===== config.mk =====
export PLATFORM = sky130hd
export DESIGN_NAME = tro_control
export DESIGN_NICKNAME = d
export VERILOG_FILES = /design/src/tro_control_end_marker_unused.sv /design/src/tro_pkg.sv /design/src/tro_control.sv
export VERILOG_INCLUDE_DIRS = /design/src
export SDC_FILE = /design/constraint.sdc
export NUM_CORES = 1
export LEC_CHECK = 0
export BUFFER_PORTS_ARGS = -buffer_cell sky130_fd_sc_hd__buf_2
export CORE_ASPECT_RATIO = 0.75
export CORE_MARGIN = 5
export CORE_UTILIZATION = 40
export CTS_BUF_LIST = sky130_fd_sc_hd__clkbuf_4 sky130_fd_sc_hd__clkbuf_8
export DETAILED_ROUTE_END_ITERATION = 12
export REMOVE_ABC_BUFFERS = 1
export SLEW_MARGIN = 30
export SYNTH_ARGS = -nofsm -noshare
export SYNTH_HDL_FRONTEND = slang
export SYNTH_SLANG_ARGS = --single-unit
export TNS_END_PERCENT = 5

===== constraint.sdc =====
create_clock -name clk_i -period 5.2 [get_ports clk_i]
set_clock_uncertainty 0.1 [all_clocks]
set_input_delay 1.3 -clock clk_i [delete_from_list [all_inputs] [get_ports clk_i]]
set_output_delay 1.3 -clock clk_i [all_outputs]
set_load 0.05 [all_outputs]

===== src/tro_defines.svh =====
`ifndef TRO_DEFINES_SVH
`define TRO_DEFINES_SVH

// Control register offsets on the control port.
`define TRO_ADDR_TONE1_CTRL   8'h20
`define TRO_ADDR_TONE2_CTRL   8'h21
`define TRO_ADDR_RING_CTRL    8'h22

// Cadence timer bytes: tone 1 on lo/hi, off lo/hi, then tone 2 the same.
`define TRO_ADDR_TONE_TMR_LO  8'h24
`define TRO_ADDR_TONE_TMR_HI  8'h2B
// Ringing on lo/hi, off lo/hi.
`define TRO_ADDR_RING_TMR_LO  8'h30
`define TRO_ADDR_RING_TMR_HI  8'h33

// Field positions inside the control registers.
`define TRO_BIT_ACTIVE        7
`define TRO_BIT_RELOAD        6
`define TRO_BIT_ZERO_CROSS    5
`define TRO_BIT_ON_LINE       5
`define TRO_BIT_ON_TMR_EN     4
`define TRO_BIT_OFF_TMR_EN    3
`define TRO_BIT_OSC_EN        2
`define TRO_BIT_DC_OFFSET     1
`define TRO_BIT_SHAPE         0
`define TRO_PATH_TX           0
`define TRO_PATH_RX           1

// Reset values.
`define TRO_CTRL_RST          8'h00
`define TRO_TMR_RST           16'h0000

// Cadence timer step and the clock rate it is counted from.
`define TRO_TICK_NS           125000
`define TRO_CLK_PERIOD_NS     25
`define TRO_TICK_CYCLES       (`TRO_TICK_NS / `TRO_CLK_PERIOD_NS)

`endif


===== src/tro_control_end_marker_unused.sv =====
`timescale 1ns/1ps


===== src/tro_pkg.sv =====
package tro_pkg;

  typedef enum logic [2:0] {
    TRO_IDLE  = 3'b000,
    TRO_ON    = 3'b001,
    TRO_ZWAIT = 3'b011,
    TRO_OFF   = 3'b010,
    TRO_DONE  = 3'b110
  } tro_state_e;

  typedef struct packed {
    logic        osc_en;
    logic        on_tmr_en;
    logic        off_tmr_en;
    logic        zero_cross_stop;
    logic        auto_reload;
    logic [15:0] on_len;
    logic [15:0] off_len;
  } tro_osc_cfg_s;

endpackage : tro_pkg


===== src/tro_control.sv =====
`timescale 1ns/1ps
`include "tro_defines.svh"

module tro_cadence (
  input  wire logic                  clk_i,
  input  wire logic                  rst_i,
  input  wire logic                  tick_i,
  input  wire tro_pkg::tro_osc_cfg_s cfg_i,
  input  wire logic                  zero_cross_i,
  output logic                       active_o
);
  import tro_pkg::*;

  tro_state_e  state_q;
  tro_state_e  state_d;
  logic [15:0] count_q;
  logic [15:0] count_d;
  logic        on_done;
  logic        off_done;

  // A programmed length of zero behaves as one step so a period is never skipped.
  assign on_done  = tick_i && ({1'b0, count_q} + 17'h00001 >= {1'b0, cfg_i.on_len});
  assign off_done = tick_i && ({1'b0, count_q} + 17'h00001 >= {1'b0, cfg_i.off_len});

  always_comb begin
    state_d = state_q;
    count_d = count_q;
    if (tick_i) begin
      count_d = count_q + 16'h0001;
    end
    case (state_q)
      TRO_IDLE: begin
        count_d = 16'h0000;
        if (cfg_i.osc_en) begin
          state_d = TRO_ON;
        end
      end
      TRO_ON: begin
        // Without the on timer the signal stays up until the oscillator is disabled.
        if (cfg_i.on_tmr_en && on_done) begin
          count_d = 16'h0000;
          state_d = cfg_i.zero_cross_stop ? TRO_ZWAIT : TRO_OFF;
        end
      end
      TRO_ZWAIT: begin
        count_d = 16'h0000;
        if (zero_cross_i) begin
          state_d = TRO_OFF;
        end
      end
      TRO_OFF: begin
        if (!cfg_i.off_tmr_en) begin
          state_d = TRO_DONE;
        end else if (off_done) begin
          count_d = 16'h0000;
          state_d = cfg_i.auto_reload ? TRO_ON : TRO_DONE;
        end
      end
      TRO_DONE: begin
        count_d = 16'h0000;
      end
      default: begin
        state_d = TRO_IDLE;
        count_d = 16'h0000;
      end
    endcase
    if (!cfg_i.osc_en) begin
      state_d = TRO_IDLE;
      count_d = 16'h0000;
    end
  end

  always_ff @(posedge clk_i) begin
    if (rst_i) begin
      state_q <= TRO_IDLE;
      count_q <= 16'h0000;
    end else begin
      state_q <= state_d;
      count_q <= count_d;
    end
  end

  assign active_o = (state_q == TRO_ON) || (state_q == TRO_ZWAIT);

endmodule : tro_cadence

module tro_control #(
  parameter int unsigned TICK_CYCLES = `TRO_TICK_CYCLES
) (
  input  wire logic       clk_i,
  input  wire logic       rst_i,
  input  wire logic [7:0] reg_addr_i,
  input  wire logic       reg_wr_i,
  input  wire logic       reg_rd_i,
  input  wire logic [7:0] reg_wdata_i,
  output logic      [7:0] reg_rdata_o,
  output logic            reg_rvalid_o,
  input  wire logic       tone1_zero_cross_i,
  input  wire logic       tone2_zero_cross_i,
  input  wire logic       ring_enable_i,
  input  wire logic       ring_dc_cross_i,
  output logic            tone1_tx_o,
  output logic            tone1_rx_o,
  output logic            tone1_auto_reload_o,
  output logic            tone2_tx_o,
  output logic            tone2_rx_o,
  output logic            ring_active_o,
  output logic            ring_drive_o,
  output logic            ring_dc_offset_en_o,
  output logic            ring_shape_select_o
);
  import tro_pkg::*;

  localparam int unsigned NUM_TMR = 6;

  logic [7:0]  tone1_ctrl_q;
  logic [7:0]  tone1_ctrl_d;
  logic [7:0]  tone2_ctrl_q;
  logic [7:0]  tone2_ctrl_d;
  logic [7:0]  ring_ctrl_q;
  logic [7:0]  ring_ctrl_d;
  logic [15:0] tmr_q [NUM_TMR];
  logic [15:0] tmr_d [NUM_TMR];
  logic [7:0]  rdata_q;
  logic [7:0]  rdata_d;
  logic        rvalid_q;
  logic        ring_en_q;
  logic        ring_drive_q;
  logic        ring_drive_d;
  logic [5:0]  out_q;
  logic [5:0]  out_d;
  logic [12:0] presc_q;
  logic [12:0] presc_d;
  logic        tick;
  logic        tone1_act;
  logic        tone2_act;
  logic        ring_act;
  logic        tmr_sel;
  logic [2:0]  tmr_idx;
  logic        tmr_hi;
  logic [7:0]  tmr_off;
  logic [7:0]  ring_off;
  tro_osc_cfg_s tone1_cfg;
  tro_osc_cfg_s tone2_cfg;
  tro_osc_cfg_s ring_cfg;

  // Free-running step counter shared by all cadence timers.
  assign tick = (presc_q == 13'(TICK_CYCLES - 1));

  always_comb begin
    presc_d = tick ? 13'h0000 : presc_q + 13'h0001;
  end

  always_ff @(posedge clk_i) begin
    if (rst_i) begin
      presc_q <= 13'h0000;
    end else begin
      presc_q <= presc_d;
    end
  end

  // Timer byte decode: two bytes per 16-bit timer, low byte first.
  assign tmr_off  = reg_addr_i - `TRO_ADDR_TONE_TMR_LO;
  assign ring_off = reg_addr_i - `TRO_ADDR_RING_TMR_LO;

  always_comb begin
    tmr_sel = 1'b0;
    tmr_idx = 3'h0;
    tmr_hi  = 1'b0;
    if (reg_addr_i >= `TRO_ADDR_TONE_TMR_LO && reg_addr_i <= `TRO_ADDR_TONE_TMR_HI) begin
      tmr_sel = 1'b1;
      tmr_idx = tmr_off[3:1];
      tmr_hi  = tmr_off[0];
    end else if (reg_addr_i >= `TRO_ADDR_RING_TMR_LO
                 && reg_addr_i <= `TRO_ADDR_RING_TMR_HI) begin
      tmr_sel = 1'b1;
      tmr_idx = 3'h4 + {2'h0, ring_off[1]};
      tmr_hi  = ring_off[0];
    end
  end

  // Control writes keep only the writable fields; status and reserved bits stay zero.
  always_comb begin
    tone1_ctrl_d = tone1_ctrl_q;
    tone2_ctrl_d = tone2_ctrl_q;
    ring_ctrl_d  = ring_ctrl_q;
    for (int i = 0; i < NUM_TMR; i++) begin
      tmr_d[i] = tmr_q[i];
    end
    if (reg_wr_i) begin
      case (reg_addr_i)
        `TRO_ADDR_TONE1_CTRL: tone1_ctrl_d = reg_wdata_i & 8'h7F;
        `TRO_ADDR_TONE2_CTRL: tone2_ctrl_d = reg_wdata_i & 8'h3F;
        `TRO_ADDR_RING_CTRL:  ring_ctrl_d  = reg_wdata_i & 8'h1B;
        default: begin
          if (tmr_sel) begin
            if (tmr_hi) begin
              tmr_d[tmr_idx] = {reg_wdata_i, tmr_q[tmr_idx][7:0]};
            end else begin
              tmr_d[tmr_idx] = {tmr_q[tmr_idx][15:8], reg_wdata_i};
            end
          end
        end
      endcase
    end
  end

  always_ff @(posedge clk_i) begin
    if (rst_i) begin
      tone1_ctrl_q <= `TRO_CTRL_RST;
      tone2_ctrl_q <= `TRO_CTRL_RST;
      ring_ctrl_q  <= `TRO_CTRL_RST;
      for (int i = 0; i < NUM_TMR; i++) begin
        tmr_q[i] <= `TRO_TMR_RST;
      end
    end else begin
      tone1_ctrl_q <= tone1_ctrl_d;
      tone2_ctrl_q <= tone2_ctrl_d;
      ring_ctrl_q  <= ring_ctrl_d;
      for (int i = 0; i < NUM_TMR; i++) begin
        tmr_q[i] <= tmr_d[i];
      end
    end
  end

  // Software is expected to hold reload set for FSK so the parameters keep streaming.
  assign tone1_cfg = '{osc_en:          tone1_ctrl_q[`TRO_BIT_OSC_EN],
                       on_tmr_en:       tone1_ctrl_q[`TRO_BIT_ON_TMR_EN],
                       off_tmr_en:      tone1_ctrl_q[`TRO_BIT_OFF_TMR_EN],
                       zero_cross_stop: tone1_ctrl_q[`TRO_BIT_ZERO_CROSS],
                       auto_reload:     tone1_ctrl_q[`TRO_BIT_RELOAD],
                       on_len:          tmr_q[0],
                       off_len:         tmr_q[1]};
  // Tone 2 and ringing have no reload control and simply keep cadencing.
  assign tone2_cfg = '{osc_en:          tone2_ctrl_q[`TRO_BIT_OSC_EN],
                       on_tmr_en:       tone2_ctrl_q[`TRO_BIT_ON_TMR_EN],
                       off_tmr_en:      tone2_ctrl_q[`TRO_BIT_OFF_TMR_EN],
                       zero_cross_stop: tone2_ctrl_q[`TRO_BIT_ZERO_CROSS],
                       auto_reload:     1'b1,
                       on_len:          tmr_q[2],
                       off_len:         tmr_q[3]};
  assign ring_cfg  = '{osc_en:          ring_en_q,
                       on_tmr_en:       ring_ctrl_q[`TRO_BIT_ON_TMR_EN],
                       off_tmr_en:      ring_ctrl_q[`TRO_BIT_OFF_TMR_EN],
                       zero_cross_stop: 1'b0,
                       auto_reload:     1'b1,
                       on_len:          tmr_q[4],
                       off_len:         tmr_q[5]};

  tro_cadence u_tone1 (
    .clk_i        (clk_i),
    .rst_i        (rst_i),
    .tick_i       (tick),
    .cfg_i        (tone1_cfg),
    .zero_cross_i (tone1_zero_cross_i),
    .active_o     (tone1_act)
  );

  tro_cadence u_tone2 (
    .clk_i        (clk_i),
    .rst_i        (rst_i),
    .tick_i       (tick),
    .cfg_i        (tone2_cfg),
    .zero_cross_i (tone2_zero_cross_i),
    .active_o     (tone2_act)
  );

  tro_cadence u_ring (
    .clk_i        (clk_i),
    .rst_i        (rst_i),
    .tick_i       (tick),
    .cfg_i        (ring_cfg),
    .zero_cross_i (1'b0),
    .active_o     (ring_act)
  );

  // The line only follows the ringing state at a dc crossing, so no step hits the pair.
  always_comb begin
    ring_drive_d = ring_drive_q;
    if (ring_dc_cross_i && (ring_act != ring_drive_q)) begin
      ring_drive_d = ring_act;
    end
  end

  always_comb begin
    out_d[0] = tone1_act && tone1_ctrl_q[`TRO_PATH_TX];
    out_d[1] = tone1_act && tone1_ctrl_q[`TRO_PATH_RX];
    out_d[2] = tone2_act && tone2_ctrl_q[`TRO_PATH_TX];
    out_d[3] = tone2_act && tone2_ctrl_q[`TRO_PATH_RX];
    out_d[4] = ring_ctrl_q[`TRO_BIT_DC_OFFSET];
    out_d[5] = ring_ctrl_q[`TRO_BIT_SHAPE];
  end

  always_comb begin
    rdata_d = 8'h00;
    case (reg_addr_i)
      `TRO_ADDR_TONE1_CTRL: rdata_d = {tone1_act, tone1_ctrl_q[6:0]};
      `TRO_ADDR_TONE2_CTRL: rdata_d = {tone2_act, 1'b0, tone2_ctrl_q[5:0]};
      `TRO_ADDR_RING_CTRL:  rdata_d = {ring_act, 1'b0, ring_drive_q,
                                       ring_ctrl_q[4:3], ring_en_q,
                                       ring_ctrl_q[1:0]};
      default: begin
        if (tmr_sel) begin
          rdata_d = tmr_hi ? tmr_q[tmr_idx][15:8] : tmr_q[tmr_idx][7:0];
        end
      end
    endcase
  end

  always_ff @(posedge clk_i) begin
    if (rst_i) begin
      rdata_q      <= 8'h00;
      rvalid_q     <= 1'b0;
      ring_en_q    <= 1'b0;
      ring_drive_q <= 1'b0;
      out_q        <= 6'h00;
    end else begin
      rdata_q      <= reg_rd_i ? rdata_d : rdata_q;
      rvalid_q     <= reg_rd_i;
      ring_en_q    <= ring_enable_i;
      ring_drive_q <= ring_drive_d;
      out_q        <= out_d;
    end
  end

  assign reg_rdata_o         = rdata_q;
  assign reg_rvalid_o        = rvalid_q;
  assign tone1_tx_o          = out_q[0];
  assign tone1_rx_o          = out_q[1];
  assign tone2_tx_o          = out_q[2];
  assign tone2_rx_o          = out_q[3];
  assign ring_dc_offset_en_o = out_q[4];
  assign ring_shape_select_o = out_q[5];
  assign tone1_auto_reload_o = tone1_ctrl_q[`TRO_BIT_RELOAD];
  assign ring_active_o       = ring_act;
  assign ring_drive_o        = ring_drive_q;

endmodule : tro_control


==> results.py <==
metrics = {
    "outcome": {
        "outcome": "completed",
    },
    "global_route": {
        "grt_max_degree": 58,
        "grt-ovfl-total": 0,
        "grt_pass1_vias": 10500,
        "grt_use_total_pct": 22.1,
        "grt_pass1_wl_um": 60500,
        "antenna_found_initial": 1,
    },
    "route": {
        "ant_nets": 0,
        "drt_iter0_drc": 1160,
        "via_count": 11500,
        "drc": 0,
        "routed_wl_um": 38900,
        "vias_per_cell": 5.81,
        "wl_per_cell_um": 19.6,
        "dr.pass1.iters": 5,
    },
    "placed_design": {
        "post_dp_cell_area_um2": 13000,
        "dp_slack_ns": 0.479,
        "gp_congestion": 0.933,
        "dp_cells": 1958,
        "dpl.hpwl_um": 29700,
        "numPortBuffers": 41,
    },
    "setup_path": {
        "arrival_ns": 4.67,
        "path_max_fanout": 18,
        "startpoint_type": "input pin",
        "end_kind": "flop",
        "required_ns": 5.51,
        "crit_type": "input pin to flop",
    },
    "final_layout": {
        "finalInstanceArea_um2": 13400,
        "area_growth_pct": 8.00,
        "final_nets": 1706,
        "fin_cells": 1989,
        "final_core_util_pct": 44.1,
        "antennaDiodeCount": 0,
        "drive_gt1_share_pct": 9.06,
    },
    "yosys": {
        "synth-seq-area-share_pct": 32.2,
        "avgSynthCellArea_um2": 7.93,
        "netlist_area_um2": 12400,
        "synthTopCellsByArea": "dfxtp_1, ha_1, nor2_1",
        "synth.top_cell.area_share_pct": 32.2,
        "ys_ff_latch": 200,
        "ys_async_sr_fraction_pct": 0,
        "yosys.area.top_type": "dfxtp_1",
        "synth_edf_count": 0,
        "synthDistinctLibCells": 73,
        "syn_inst": 1567,
        "ys.flop_type": "dfxtp_1",
        "ys.warnings.count": 0,
    },
    "sta": {
        "whs_ns": 0.375,
        "worst_pin_slew_ns": 0.742,
        "finalWorstSetupSlack_ns": 0.839,
        "relSlewSlack_pct": 50.3,
        "slew_viol_final": 0,
        "hold_violations": 0,
        "setup_viol": 0,
        "rsz0062_at_grt": "no",
        "fmax_mhz": 229,
        "fin_setup_tns_ns": 0,
        "period_share_pct": 83.9,
        "fin_crit_ns": 4.36,
    },
    "power_and_ir_drop": {
        "peakVddDrop_v": 0.000155,
        "power.total_mw": 2.80,
        "powerDensity_nw_per_um2": 208,
        "leakagePower_nw": 4.92,
    },
    "clock_tree": {
        "post-cts-setup-buffers": 0,
        "cts.sinks": 200,
        "cts-resized-gates": 0,
        "clk_pin_slew_ns": 0.11,
        "cts_max_path_buffers": 2,
        "cts_buffers": 17,
        "clk_latency_ns": 0.50,
        "cts_root_buffer": "clkbuf_8",
        "cts_tree": "done",
        "htree_levels": 4,
        "cts_hold_buf": 0,
    },
    "floorplan": {
        "num_io_pins": 42,
        "start_util_pct": 40.9,
        "core.rowCount": 55,
        "die_w_um": 214,
        "die_y_um": 163,
        "core_area_um2": 30400,
        "die_area_um2": 34700,
    },
    "min_path": {
        "hold_path.class": "flop to flop",
    },
    "job": {
        "max_cap_viol_count": 0,
    },
}
-- cell usage in the layout, fill, tap and decap left out, types with 5 or more instances in the layout --
| master | n |
|---|---|
| xor2_1 | 59 |
| ha_1 | 104 |
| inv_1 | 106 |
| nand2_1 | 188 |
| o21a_1 | 6 |
| nor3b_1 | 9 |
| a21oi_2 | 5 |
| o211ai_1 | 46 |
| a21o_1 | 13 |
| buf_2 | 40 |
| nand3_1 | 53 |
| dfxtp_1 | 200 |
| mux2i_1 | 11 |
| nor4_1 | 8 |
| a31oi_1 | 8 |
| nor2_1 | 208 |
| nor3_1 | 28 |
| and2_1 | 5 |
| a221oi_1 | 10 |
| a221o_1 | 6 |
| nand4_1 | 30 |
| o21ai_0 | 75 |
| clkbuf_8 | 19 |
| and3_1 | 20 |
| a211o_1 | 6 |
| a311oi_1 | 31 |
| or3_1 | 5 |
| o221ai_2 | 11 |
| nand2b_1 | 15 |
| a21oi_1 | 60 |
| a211oi_1 | 39 |
| buf_4 | 29 |
| nor2b_1 | 14 |
| xnor2_1 | 37 |
-- cell type report --
class / count / area (µm²)
Timing Repair Buffer: 70 / 438
Tap cell: 399 / 499
Sequential cell: 200 / 4000
Fill cell: 3085 / 17000
Clock inverter: 11 / 125
Clock buffer: 20 / 269
Multi-Input combinational cell: 1183 / 7690
Inverter: 106 / 398
-- worst max-delay path: stages --
cell,delay (ns)
buf_2,0.16
inv_1,0.12
ha_1,0.24
or2_2,0.34
o21ai_0,0.33
o21ai_2,0.18
o21ai_4,0.66
o221ai_2,0.25
a31oi_1,0.61
nand4_1,0.16
a311oi_1,0.31
-- cell usage after synthesis (all sizes together) (4+ instances only) --
cell and n:
nor2 208, dfxtp 200, nand2 189, inv 106
ha 104, o21ai 84, a21oi 65, xor2 59
clkbuf 57, nand3 53, o211ai 49, a211oi 40
xnor2 37, a311oi 32, nand4 30, nor3 29
buf 21, and3 20, nand2b 15, nor2b 14
o221ai 14, a21o 13, a31oi 12, a221oi 11
mux2i 11, nor3b 9, nor4 9, a211o 6
a221o 6, o21a 6, and2 5, or3 5
a21boi 4, a32oi 4, and4 4, o211a 4
-- layer usage --
| metal | wire length (µm) | share of wire (%) | track usage (%) | vias up |
|---|---|---|---|---|
| li1 | - | - | - | 5571 |
| met2 | 15600 | 40 | 30.6 | 459 |
| met1 | 18800 | 48 | 34.3 | 5483 |
| met3 | 3880 | 10 | 5.57 | 36 |
| met4 | 517 | 1.3 | 4.59 | 0 |
| met5 | 0 | 0 | 0 | - |
-- logic make-up (layout without fill, tap and decap cells) --
group | after synthesis | in the layout | synth area share, %
AOI/OAI and AO/OA | 368 | 368 | 21.4
xor gates and xnor gates | 96 | 96 | 6.76
adders and majority gates | 104 | 104 | 10.5
buffers and inverters | 184 | 207 | 6.01
DFF | 200 | 200 | 32.2
muxes | 12 | 12 | 0.976
and+or+nand+nor | 603 | 603 | 22.1
-- sequential cells by signal (all words and copies together), names as in the netlist, 3 cells and up --
| signal | count |
|---|---|
| tmr_q | 96 |
| presc_q | 13 |
| u_tone2.count_q | 16 |
| u_tone1.count_q | 16 |
| u_ring.state_q | 3 |
| reg_rdata_o | 8 |
| u_tone2.state_q | 3 |
| tone2_ctrl_q | 6 |
| ring_ctrl_q | 4 |
| u_ring.count_q | 16 |
| out_q | 6 |
| tone1_ctrl_q | 7 |
| u_tone1.state_q | 3 |
-- power by group --
part / internal [mW] / switching, mW / total (mW)
logic: 0.0513 / 0.144 / 0.195
clock network: 0.456 / 0.596 / 1.05
registers: 1.54 / 0.0102 / 1.55
-- path summary, 6_finish.rpt --
kind                                                     end  cells after the start  slack (ns)                         start
worst max-delay path                tmr_q[3][4]$_SDFFE_PP0P_                     11        0.84                 reg_addr_i[2]
worst min-delay path            tone2_ctrl_q[0]$_SDFFE_PP0P_                      2        0.37  tone2_ctrl_q[0]$_SDFFE_PP0P_
worst max register to register  u_ring.count_q[1]$_SDFF_PP0_                     16        0.84  u_ring.count_q[0]$_SDFF_PP0_
worst min register to register  tone2_ctrl_q[0]$_SDFFE_PP0P_                      2        0.37  tone2_ctrl_q[0]$_SDFFE_PP0P_
(Power assumes the default switching activity.)
